$ cat src/fpcq_regs.svh
// Constants for the partitioned flash command sequencer and query decode.
// Included by the design modules; definitions only.
`ifndef FPCQ_REGS_SVH
`define FPCQ_REGS_SVH
`define FPCQ_CMD_READ_ARRAY   8'hff
`define FPCQ_CMD_READ_STATUS  8'h70
`define FPCQ_CMD_READ_ID      8'h90
`define FPCQ_CMD_QUERY        8'h98
`define FPCQ_CMD_CLR_STATUS   8'h50
`define FPCQ_CMD_PGM_SETUP    8'h40
`define FPCQ_CMD_ERASE_SETUP  8'h20
`define FPCQ_CMD_ERASE_CONF   8'hd0
`define FPCQ_CMD_SUSPEND      8'hb0
`define FPCQ_CMD_RESUME       8'hd0
`define FPCQ_CMD_LOCK_SETUP   8'h60
`define FPCQ_CMD_LOCK_CONF    8'h01
`define FPCQ_CMD_UNLOCK_CONF  8'hd0
`define FPCQ_CMD_LDOWN_CONF   8'h2f
`define FPCQ_CMD_CR_CONF      8'h03
`define FPCQ_CMD_OTP_SETUP    8'hc0
`define FPCQ_CMD_EFP_SETUP    8'h30
`define FPCQ_CMD_EFP_CONF     8'hd0
`define FPCQ_SR_READY_BIT     7
`define FPCQ_SR_EFP_BIT       0
`define FPCQ_SR_ERR_MASK      8'h3a
`define FPCQ_SR_RESET         8'h80
`define FPCQ_QRY_BASE         8'h10
`define FPCQ_QRY_Q            8'h51
`define FPCQ_QRY_R            8'h52
`define FPCQ_QRY_Y            8'h59
`define FPCQ_QRY_HIGH_BYTE    8'h00
`define FPCQ_OP_CYCLES        16'd64
`define FPCQ_EFP_WORD_CYCLES  16'd4
`endif

$ cat src/fpcq_pkg.sv
// Types used only by the command sequencer; its helpers do not import them.
// Assumes fpcq_regs.svh is available on the include path.
package fpcq_pkg;
  typedef enum logic [1:0] {OUT_ARRAY, OUT_STATUS, OUT_QUERY} fpcq_out_t;
  typedef enum logic [3:0] {
    WS_READY, WS_LOCK_SETUP, WS_OTP_SETUP, WS_OTP_BUSY, WS_PGM_SETUP, WS_PGM_BUSY,
    WS_PGM_SUSP, WS_ERS_SETUP, WS_ERS_BUSY, WS_ERS_SUSP, WS_PIES_SETUP, WS_PIES_BUSY,
    WS_PIES_SUSP, WS_LOCK_IES, WS_EFP_SETUP, WS_EFP_BUSY
  } fpcq_wsm_t;
endpackage

$ cat src/fpcq_query_rom.sv
// Query database lookup: word offset to 16-bit data word.
// Purely combinational; the caller registers the result.
`timescale 1ns/10ps
`include "fpcq_regs.svh"
module fpcq_query_rom (
  input  wire logic [7:0]  offset,
  output logic      [15:0] word
);
  logic [7:0] low_data_lanes;
  always_comb begin
    // Multi-byte fields are stored low byte at the lower offset
    case (offset)
      `FPCQ_QRY_BASE:        low_data_lanes = `FPCQ_QRY_Q;
      `FPCQ_QRY_BASE + 8'h1: low_data_lanes = `FPCQ_QRY_R;
      `FPCQ_QRY_BASE + 8'h2: low_data_lanes = `FPCQ_QRY_Y;
      8'h13:                 low_data_lanes = 8'h03;
      8'h14:                 low_data_lanes = 8'h00;
      8'h15:                 low_data_lanes = 8'h39;
      8'h16:                 low_data_lanes = 8'h00;
      default:               low_data_lanes = 8'h00;
    endcase
    word = {`FPCQ_QRY_HIGH_BYTE, low_data_lanes};
  end
endmodule

$ cat src/fpcq_op_timer.sv
// Operation timer: counts a busy operation down and pulses when done.
// One clock; start is a one-cycle pulse, pause holds the count.
`timescale 1ns/10ps
`include "fpcq_regs.svh"
module fpcq_op_timer (
  input  wire logic        clk,
  input  wire logic        rst,
  input  wire logic        start,
  input  wire logic [15:0] cycles,
  input  wire logic        pause,
  output logic             done
);
  typedef struct packed {logic [15:0] cnt; logic run; logic done;} fpcq_tmr_t;
  fpcq_tmr_t s_r, s_nxt;
  always_comb begin
    s_nxt = s_r;
    s_nxt.done = 1'b0;
    if (start) begin
      s_nxt.cnt = cycles;
      s_nxt.run = 1'b1;
    end else if (s_r.run && !pause) begin
      if (s_r.cnt <= 16'd1) begin
        s_nxt.run = 1'b0;
        s_nxt.done = 1'b1;
      end else begin
        s_nxt.cnt = s_r.cnt - 16'd1;
      end
    end
  end
  always_ff @(posedge clk or posedge rst) begin
    if (rst) s_r <= '0;
    else s_r <= s_nxt;
  end
  assign done = s_r.done;
endmodule

$ cat src/fpcq_top.sv
// Command sequencer and per-partition read mode of a partitioned flash.
// Assumes bus writes and reads arrive as one-cycle strobes synchronous to REF_CLK.
`timescale 1ns/10ps
`include "fpcq_regs.svh"
module fpcq_top
  import fpcq_pkg::*;
#(
  parameter int PART_BITS = 3,
  parameter int ADDR_BITS = 22
) (
  input  wire logic                 REF_CLK,
  input  wire logic                 RST,
  input  wire logic                 WR_STB,
  input  wire logic                 RD_STB,
  input  wire logic [ADDR_BITS-1:0] ADDR,
  input  wire logic [15:0]          WR_DATA,
  input  wire logic [15:0]          ARRAY_DATA,
  input  wire logic [7:0]           ERR_SET,
  output logic      [15:0]          RD_DATA,
  output logic                      RD_VALID,
  output logic      [7:0]           STATUS,
  output logic                      BUSY,
  output logic                      PGM_WORD_STB,
  output logic      [15:0]          PGM_WORD
);
  localparam int NPART = 1 << PART_BITS;

  typedef struct packed {
    fpcq_wsm_t              write_state_machine;
    fpcq_out_t [NPART-1:0]  outst;
    logic [PART_BITS-1:0]   setup_part;
    logic [PART_BITS-1:0]   busy_part;
    logic [ADDR_BITS-1:0]   efp_blk;
    logic [7:0]             errs;
    logic                   efp_bit0;
    logic [15:0]            rd_data;
    logic                   rd_valid;
    logic                   pgm_stb;
    logic [15:0]            pgm_word;
    logic                   tmr_start;
    logic [15:0]            tmr_cycles;
    logic                   ign_next;
    logic [7:0]             status;
    logic                   busy;
  } fpcq_state_t;

  fpcq_state_t s_r, s_nxt;
  logic        op_done;
  logic [15:0] query_word;
  logic [7:0]  cmd;
  logic [PART_BITS-1:0] wpart, rpart;
  logic        wsm_active;
  logic        wsm_suspended;
  logic [7:0]  status_byte;

  function automatic logic [PART_BITS-1:0] part_of(input logic [ADDR_BITS-1:0] a);
    part_of = a[ADDR_BITS-1 -: PART_BITS];
  endfunction

  function automatic logic is_active(input fpcq_wsm_t w);
    is_active = (w == WS_PGM_BUSY) || (w == WS_ERS_BUSY) || (w == WS_OTP_BUSY) ||
                (w == WS_PIES_BUSY) || (w == WS_EFP_BUSY);
  endfunction

  function automatic logic is_setup_code(input logic [7:0] c);
    is_setup_code = (c == `FPCQ_CMD_PGM_SETUP) || (c == `FPCQ_CMD_ERASE_SETUP) ||
                    (c == `FPCQ_CMD_LOCK_SETUP) || (c == `FPCQ_CMD_OTP_SETUP) ||
                    (c == `FPCQ_CMD_EFP_SETUP);
  endfunction

  assign cmd   = WR_DATA[7:0];
  assign wpart = part_of(ADDR);
  assign rpart = part_of(ADDR);
  assign wsm_active = is_active(s_r.write_state_machine);
  assign wsm_suspended = (s_r.write_state_machine == WS_PGM_SUSP) || (s_r.write_state_machine == WS_ERS_SUSP) ||
                         (s_r.write_state_machine == WS_PIES_SUSP);
  assign status_byte = {~wsm_active, s_r.errs[6:1], s_r.efp_bit0};

  fpcq_query_rom u_rom (
    .offset (ADDR[7:0]),
    .word   (query_word)
  );

  fpcq_op_timer u_tmr (
    .clk    (REF_CLK),
    .rst    (RST),
    .start  (s_r.tmr_start),
    .cycles (s_r.tmr_cycles),
    .pause  (wsm_suspended),
    .done   (op_done)
  );

  always_comb begin
    s_nxt = s_r;
    s_nxt.rd_valid  = 1'b0;
    s_nxt.pgm_stb   = 1'b0;
    s_nxt.tmr_start = 1'b0;
    s_nxt.errs = s_r.errs | ERR_SET;
    if (op_done) begin
      case (s_r.write_state_machine)
        WS_PIES_BUSY: s_nxt.write_state_machine = WS_ERS_SUSP;
        WS_EFP_BUSY:  s_nxt.efp_bit0 = 1'b0;
        default:      s_nxt.write_state_machine = WS_READY;
      endcase
    end
    if (WR_STB && s_r.ign_next) begin
      // Second cycle of a refused two-cycle command is swallowed whole
      s_nxt.ign_next = 1'b0;
    end else if (WR_STB) begin
      // Machine transitions depend on its own state and the command, never on a partition's read mode
      case (s_r.write_state_machine)
        WS_READY, WS_ERS_SUSP: begin
          if (cmd == `FPCQ_CMD_READ_ARRAY) s_nxt.outst[wpart] = OUT_ARRAY;
          else if (cmd == `FPCQ_CMD_READ_STATUS) s_nxt.outst[wpart] = OUT_STATUS;
          else if (cmd == `FPCQ_CMD_READ_ID || cmd == `FPCQ_CMD_QUERY)
            s_nxt.outst[wpart] = OUT_QUERY;
          else if (cmd == `FPCQ_CMD_CLR_STATUS && s_r.write_state_machine == WS_READY)
            s_nxt.errs = ERR_SET;
          else if (cmd == `FPCQ_CMD_RESUME && s_r.write_state_machine == WS_ERS_SUSP) begin
            s_nxt.write_state_machine = WS_ERS_BUSY;
            // One shared timer: a nested program may have reused it, so restart
            s_nxt.tmr_start = 1'b1;
            s_nxt.tmr_cycles = `FPCQ_OP_CYCLES;
            s_nxt.outst[wpart] = OUT_STATUS;
          end else if (is_setup_code(cmd)) begin
            s_nxt.setup_part = wpart;
            s_nxt.outst[wpart] = OUT_STATUS;
            if (s_r.write_state_machine == WS_ERS_SUSP) begin
              // Only program, lock and configuration allowed in erase suspend
              if (cmd == `FPCQ_CMD_PGM_SETUP) s_nxt.write_state_machine = WS_PIES_SETUP;
              else if (cmd == `FPCQ_CMD_LOCK_SETUP) s_nxt.write_state_machine = WS_LOCK_IES;
              else begin
                s_nxt.outst[wpart] = s_r.outst[wpart];
                s_nxt.ign_next = 1'b1;
              end
            end else begin
              case (cmd)
                `FPCQ_CMD_PGM_SETUP:   s_nxt.write_state_machine = WS_PGM_SETUP;
                `FPCQ_CMD_ERASE_SETUP: s_nxt.write_state_machine = WS_ERS_SETUP;
                `FPCQ_CMD_LOCK_SETUP:  s_nxt.write_state_machine = WS_LOCK_SETUP;
                `FPCQ_CMD_OTP_SETUP:   s_nxt.write_state_machine = WS_OTP_SETUP;
                default:               s_nxt.write_state_machine = WS_EFP_SETUP;
              endcase
            end
          end
        end
        WS_PGM_SETUP, WS_PIES_SETUP, WS_OTP_SETUP: begin
          // Second cycle decides the active partition; both show status
          s_nxt.outst[wpart] = OUT_STATUS;
          s_nxt.busy_part = wpart;
          s_nxt.pgm_stb   = 1'b1;
          s_nxt.pgm_word  = WR_DATA;
          s_nxt.tmr_start = 1'b1;
          s_nxt.tmr_cycles = `FPCQ_OP_CYCLES;
          if (s_r.write_state_machine == WS_PGM_SETUP) s_nxt.write_state_machine = WS_PGM_BUSY;
          else if (s_r.write_state_machine == WS_PIES_SETUP) s_nxt.write_state_machine = WS_PIES_BUSY;
          else s_nxt.write_state_machine = WS_OTP_BUSY;
        end
        WS_ERS_SETUP: begin
          s_nxt.outst[wpart] = OUT_STATUS;
          s_nxt.busy_part = wpart;
          if (cmd == `FPCQ_CMD_ERASE_CONF) begin
            s_nxt.write_state_machine = WS_ERS_BUSY;
            s_nxt.tmr_start = 1'b1;
            s_nxt.tmr_cycles = `FPCQ_OP_CYCLES;
          end else begin
            s_nxt.write_state_machine = WS_READY;
            s_nxt.errs[5:4] = 2'b11;
          end
        end
        WS_LOCK_SETUP, WS_LOCK_IES: begin
          // Confirm performs the operation then returns to ready, or to erase suspend from WS_LOCK_IES
          s_nxt.outst[wpart] = OUT_STATUS;
          s_nxt.write_state_machine = (s_r.write_state_machine == WS_LOCK_IES) ? WS_ERS_SUSP : WS_READY;
          if (!(cmd == `FPCQ_CMD_LOCK_CONF || cmd == `FPCQ_CMD_UNLOCK_CONF ||
                cmd == `FPCQ_CMD_LDOWN_CONF || cmd == `FPCQ_CMD_CR_CONF))
            s_nxt.errs[5:4] = 2'b11;
        end
        WS_EFP_SETUP: begin
          s_nxt.outst[wpart] = OUT_STATUS;
          if (cmd == `FPCQ_CMD_EFP_CONF) begin
            s_nxt.write_state_machine = WS_EFP_BUSY;
            s_nxt.efp_blk = ADDR;
            s_nxt.efp_bit0 = 1'b0;
          end else begin
            s_nxt.write_state_machine = WS_READY;
            s_nxt.errs[5:4] = 2'b11;
          end
        end
        WS_EFP_BUSY: begin
          // Any code to the confirmed block's partition is data while bit zero is clear; other partitions end the mode
          if (part_of(ADDR) != part_of(s_r.efp_blk)) begin
            s_nxt.write_state_machine = WS_READY;
          end else if (!s_r.efp_bit0) begin
            s_nxt.efp_bit0  = 1'b1;
            s_nxt.pgm_stb   = 1'b1;
            s_nxt.pgm_word  = WR_DATA;
            s_nxt.tmr_start = 1'b1;
            s_nxt.tmr_cycles = `FPCQ_EFP_WORD_CYCLES;
          end
        end
        WS_PGM_BUSY, WS_ERS_BUSY, WS_PIES_BUSY, WS_OTP_BUSY: begin
          // Active machine: two-cycle commands fall away, reads still change mode
          if (cmd == `FPCQ_CMD_SUSPEND && s_r.write_state_machine != WS_OTP_BUSY) begin
            if (s_r.write_state_machine == WS_PGM_BUSY) s_nxt.write_state_machine = WS_PGM_SUSP;
            else if (s_r.write_state_machine == WS_ERS_BUSY) s_nxt.write_state_machine = WS_ERS_SUSP;
            else s_nxt.write_state_machine = WS_PIES_SUSP;
          end else if (is_setup_code(cmd)) s_nxt.ign_next = 1'b1;
          else if (cmd == `FPCQ_CMD_READ_ARRAY) s_nxt.outst[wpart] = OUT_ARRAY;
          else if (cmd == `FPCQ_CMD_READ_STATUS) s_nxt.outst[wpart] = OUT_STATUS;
          else if (cmd == `FPCQ_CMD_READ_ID || cmd == `FPCQ_CMD_QUERY)
            s_nxt.outst[wpart] = OUT_QUERY;
        end
        WS_PGM_SUSP, WS_PIES_SUSP: begin
          // Program suspend: every two-cycle command is ignored
          if (cmd == `FPCQ_CMD_RESUME)
            s_nxt.write_state_machine = (s_r.write_state_machine == WS_PGM_SUSP) ? WS_PGM_BUSY : WS_PIES_BUSY;
          else if (is_setup_code(cmd)) s_nxt.ign_next = 1'b1;
          else if (cmd == `FPCQ_CMD_READ_ARRAY) s_nxt.outst[wpart] = OUT_ARRAY;
          else if (cmd == `FPCQ_CMD_READ_STATUS) s_nxt.outst[wpart] = OUT_STATUS;
          else if (cmd == `FPCQ_CMD_READ_ID || cmd == `FPCQ_CMD_QUERY)
            s_nxt.outst[wpart] = OUT_QUERY;
        end
        default: s_nxt.write_state_machine = WS_READY;
      endcase
    end
    if (RD_STB) begin
      s_nxt.rd_valid = 1'b1;
      // Mode is looked up for the partition being read
      case (s_r.outst[rpart])
        OUT_STATUS: s_nxt.rd_data = {8'h00, status_byte};
        OUT_QUERY:  s_nxt.rd_data = query_word;
        default:    s_nxt.rd_data = ARRAY_DATA;
      endcase
    end
    // Status and busy are registered from the next state so they show no lag
    s_nxt.status = {~is_active(s_nxt.write_state_machine), s_nxt.errs[6:1], s_nxt.efp_bit0};
    s_nxt.busy   = is_active(s_nxt.write_state_machine);
  end

  always_ff @(posedge REF_CLK or posedge RST) begin
    if (RST) begin
      s_r <= '0;
      s_r.write_state_machine <= WS_READY;
      s_r.status <= `FPCQ_SR_RESET;
      for (int i = 0; i < NPART; i++) s_r.outst[i] <= OUT_ARRAY;
    end else begin
      s_r <= s_nxt;
    end
  end

  assign RD_DATA      = s_r.rd_data;
  assign RD_VALID     = s_r.rd_valid;
  assign STATUS       = s_r.status;
  assign BUSY         = s_r.busy;
  assign PGM_WORD_STB = s_r.pgm_stb;
  assign PGM_WORD     = s_r.pgm_word;

  pending_ignore_a: assert property (@(posedge REF_CLK) disable iff (RST)
    (WR_STB && wsm_active && is_setup_code(cmd)) |=> s_r.write_state_machine != WS_READY || $past(op_done))
    else $error("Setup accepted while machine active");
  clr_blocked_a: assert property (@(posedge REF_CLK) disable iff (RST)
    (WR_STB && cmd == `FPCQ_CMD_CLR_STATUS && wsm_suspended && s_r.errs[4])
    |=> s_r.errs[4])
    else $error("Clear status acted during suspend");
  query_str_a: assert property (@(posedge REF_CLK) disable iff (RST)
    (RD_STB && s_r.outst[rpart] == OUT_QUERY && ADDR[7:0] == 8'h10 && !WR_STB)
    |=> RD_DATA == 16'h0051)
    else $error("Query string byte wrong");
  efp_gate_a: assert property (@(posedge REF_CLK) disable iff (RST)
    (WR_STB && s_r.write_state_machine == WS_EFP_BUSY && s_r.efp_bit0) |=> !PGM_WORD_STB)
    else $error("Factory data taken while bit zero set");
  lock_ready_a: assert property (@(posedge REF_CLK) disable iff (RST)
    (WR_STB && s_r.write_state_machine == WS_LOCK_SETUP) |=> s_r.write_state_machine == WS_READY)
    else $error("Lock confirm did not return ready");
  psusp_ign_a: assert property (@(posedge REF_CLK) disable iff (RST)
    (WR_STB && s_r.write_state_machine == WS_PGM_SUSP && cmd != `FPCQ_CMD_RESUME)
    |=> s_r.write_state_machine == WS_PGM_SUSP)
    else $error("Command accepted in program suspend");
  esusp_otp_a: assert property (@(posedge REF_CLK) disable iff (RST)
    (WR_STB && s_r.write_state_machine == WS_ERS_SUSP && cmd == `FPCQ_CMD_OTP_SETUP)
    |=> s_r.write_state_machine == WS_ERS_SUSP)
    else $error("Setup accepted in erase suspend");
  split_status_a: assert property (@(posedge REF_CLK) disable iff (RST)
    (WR_STB && s_r.write_state_machine == WS_PGM_SETUP) |=> s_r.outst[$past(wpart)] == OUT_STATUS)
    else $error("Second cycle partition not in status");
endmodule

$ cat config.mk
export PLATFORM = sky130hd
export DESIGN_NAME = fpcq_top
export DESIGN_NICKNAME = d
export VERILOG_FILES = /design/src/fpcq_pkg.sv /design/src/fpcq_query_rom.sv /design/src/fpcq_op_timer.sv /design/src/fpcq_top.sv
export VERILOG_INCLUDE_DIRS = /design/src
export SDC_FILE = /design/constraint.sdc
export NUM_CORES = 1
export LEC_CHECK = 0
export ABC_AREA = 1
export BUFFER_PORTS_ARGS = -buffer_cell sky130_fd_sc_hd__buf_2
export CAP_MARGIN = 10
export CORE_ASPECT_RATIO = 0.9
export CORE_MARGIN = 2
export CORE_UTILIZATION = 62
export CTS_BUF_LIST = sky130_fd_sc_hd__clkbuf_16
export CTS_CLUSTER_SIZE = 28
export DETAILED_ROUTE_END_ITERATION = 8
export PLACE_DENSITY = 0.87
export SLEW_MARGIN = 10
export SYNTH_ARGS = -nofsm -noshare
export SYNTH_HDL_FRONTEND = slang
export SYNTH_SLANG_ARGS = --single-unit
$ cat constraint.sdc
create_clock -name REF_CLK -period 6.83 [get_ports REF_CLK]
set_input_delay 0.683 -clock REF_CLK [delete_from_list [all_inputs] [get_ports REF_CLK]]
set_output_delay 0.683 -clock REF_CLK [all_outputs]
set_load 0.05 [all_outputs]
==> results.cfg <==
[cts]
path_clk_slew_ns = 0.07
ctsLongestPathBuffers = 2
cts_hold_buffers = 0
cts_resized = 0
cts_tree = yes
cts-root-buf = clkbuf_16
post_cts_buffers = 0
clk_latency_ns = 0.34
h-tree-depth = 3
cts_buffers = 9
clkSinkCount = 88

[setup_path]
endpoint_kind = flop
critPathKind = in -> reg
arrival_ns = 3.38
crit_path_top_delay_cell = ha_1
slowest_delay_ns = 0.70
cp-startpoint = ADDR[21]
path_cells = buf_2 -> inv_1 -> nand3_1 -> o22ai_1 -> nor2_1 -> nand2_1 -> inv_1 -> ha_1 -> inv_1 -> nand2_1 -> inv_1 -> nand2_1 -> nand2_1 -> o32a_1
reg2reg_depth = 14
critPathLaunchType = input port
path_max_fanout = 20
rr_startpoint = s_r[107]
reg2reg_setup_slack_ns = 4.17
r2r_end = RD_DATA[0]
cp.required_ns = 7.06
critPathCapture = RD_DATA[0]

[place]
place.gp.congestion = 0.9999
hpwl_um = 11520
dp.cells = 1088
portBuffers = 95
pre_cts_ws_ns = 3.396

[die]
coreArea_sq_um = 9742
die_h_um = 99.14
start_util = 0.6400
io_pins = 109
die_w_um = 109.7
std_cell_rows = 34
die-area_sq_um = 10880

[grt]
grt_usage = 0.3005
grt_max_degree = 67
gr-total-overflow = 0
grt_antenna_before_repair = 0
grt_first_pass_wirelength_um = 26120
grt_pass1_vias = 5666

[pwr]
peakVddDrop_mv = 0.2801
power.leakage_nw = 3.542
pwr_density_cell_nw_per_um2 = 435.7

[synth]
synth_top_cell_by_area = dfrtp_1
synthFlopType = dfrtp_1
yosysTopAreaCellShare = 0.3492
synth.area.top_cells = dfrtp_1, nand2_1, inv_1
ys_warn_count = 0
synth_common_cells = nand2_1, inv_1, nor2_1
synth_cells = 922
synth-edff-count = 0
avgSynthCellArea_sq_um = 6.762
synth_most_common_cell = nand2_1
synth_nets = 992
synth_seq_cells = 88
netlist_area_sq_um = 6235
ys_seq_area_frac = 0.3534
synth_cell_type_count = 49
synthArstFlopShare = 1.000

[cells_and_area]
fillers = 861
antenna_cells = 0
fin_cells = 1104
fin_nets = 1043
synthToLayoutAreaGrowth_pct = 8.730
final_util = 0.6959
drive_above_1_share = 0.1687

[route]
wl_per_cell_um = 14.28
vias = 6204
post-route-drc-count = 0
drtPass1Iterations = 6
wirelength_um = 15770
drt_iter0_markers = 691
ant_nets = 0
via_per_inst = 5.620

[status]
outcome = completed

[timing]
fin_crit_ns = 3.151
rsz0062_at_grt = no
max_slew_margin = 0.4009
drv_slew = 0
fin_hold_ws_ns = 0.3095
finalSetupViolations = 0
tightest_slew_ns = 0.8953
timing.final.crit_share = 0.4613
clock-skew-final_ns = 0.007001
setup-tns-final_ns = 0
hold_viol = 0
fmax_mhz = 317.4
setup_ws_ns = 3.679

[job]
cap_violations = 0

[min_path]
holdCritPathClass = in -> async
routing by layer:
metal  share of wire  vias up  track usage
met4           0.013        0      0.07400
li1                -     3043            -
met2            0.45      303       0.4834
met1            0.45     2831       0.4203
met3           0.093       27      0.05832
met5               0        -            0
power by group:
part           switching, mW  internal [mW]
sequential             0.134          0.714
clock                  0.232          0.251
combinational           1.16          0.461
critical path, delay by kind of cell:
kind / cells / cell delay [ns]
AOI/OAI and AO/OA: 2 / 0.54
buffers and inverters: 5 / 0.68
adders and majority gates: 1 / 0.70
and+or+nand+nor: 6 / 0.77
placed cells by master (no fill, tap or decap), types with 3 or more instances in the layout:
cell type | Yosys | layout
nor2_1 | 98 | 98
inv_2 | 20 | 20
buf_4 | 41 | 3
nor3b_1 | 4 | 4
xor2_1 | 7 | 7
buf_2 | 8 | 95
nor2_2 | 3 | 3
o31ai_1 | 7 | 7
nand2_1 | 239 | 239
o21ai_1 | 18 | 18
nand2_2 | 5 | 5
inv_1 | 110 | 110
clkbuf_16 | 0 | 9
a31oi_1 | 4 | 4
nand3_1 | 56 | 56
dfrtp_1 | 87 | 87
o22ai_1 | 11 | 11
a21o_1 | 4 | 4
nor3_1 | 15 | 15
nor4_1 | 6 | 6
nand4_1 | 15 | 15
a21oi_1 | 42 | 42
ha_1 | 4 | 4
o21ai_0 | 70 | 70
nor3_2 | 4 | 4
nor2_4 | 8 | 8
sequential cells by signal (all words and copies together) (netlist names):
name	flops
s_r	27
BUSY	1
PGM_WORD	16
u_tmr.done	1
RD_DATA	16
STATUS	8
u_tmr.s_r	17
RD_VALID	1
PGM_WORD_STB	1
final cells by class:
class	instances	area (sq um)	share of cell area
Inverter	131	493.0	0.07272
Sequential cell	88	2203	0.3250
Clock buffer	9	225.2	0.03322
Timing Repair Buffer	98	498.0	0.07346
Clock inverter	7	58.81	0.008675
Multi-Input combinational cell	645	3143	0.4636
Tap cell	126	157.7	0.02326
cell families (layout without fill, tap and decap cells):
group,after synthesis,count (layout),share of synthesized area
buf+inv,189,245,0.1425
xor+xnor,9,9,0.01264
compound gates,168,168,0.1491
flops,88,88,0.3534
simple gates,464,464,0.3343
fa+ha+maj,4,4,0.008028
through the flow:
step                      instance area (sq um)  total power [mW]
final                                      6779             2.954
after floorplan                            6235             2.224
after detailed placement                   6495             2.449
after global routing                       6779             3.182
after global placement                     6495             2.410
after CTS                                  6779             2.940
worst min path at each step:
stage | from | to | cells after the start | slack, ns
2_1_floorplan | s_r[12] | s_r[12] | 2 | 0.44
3_3_place_gp | PGM_WORD[10] | PGM_WORD[10] | 2 | 0.46
3_5_place_dp | PGM_WORD[1] | PGM_WORD[1] | 2 | 0.46
4_1_cts | RST | RD_DATA[1] | 2 | 0.32
5_1_grt | RST | STATUS[2] | 2 | 0.34
6_report | RST | s_r[98] | 2 | 0.31
No activity file was read; power rests on OpenSTA's default activity.
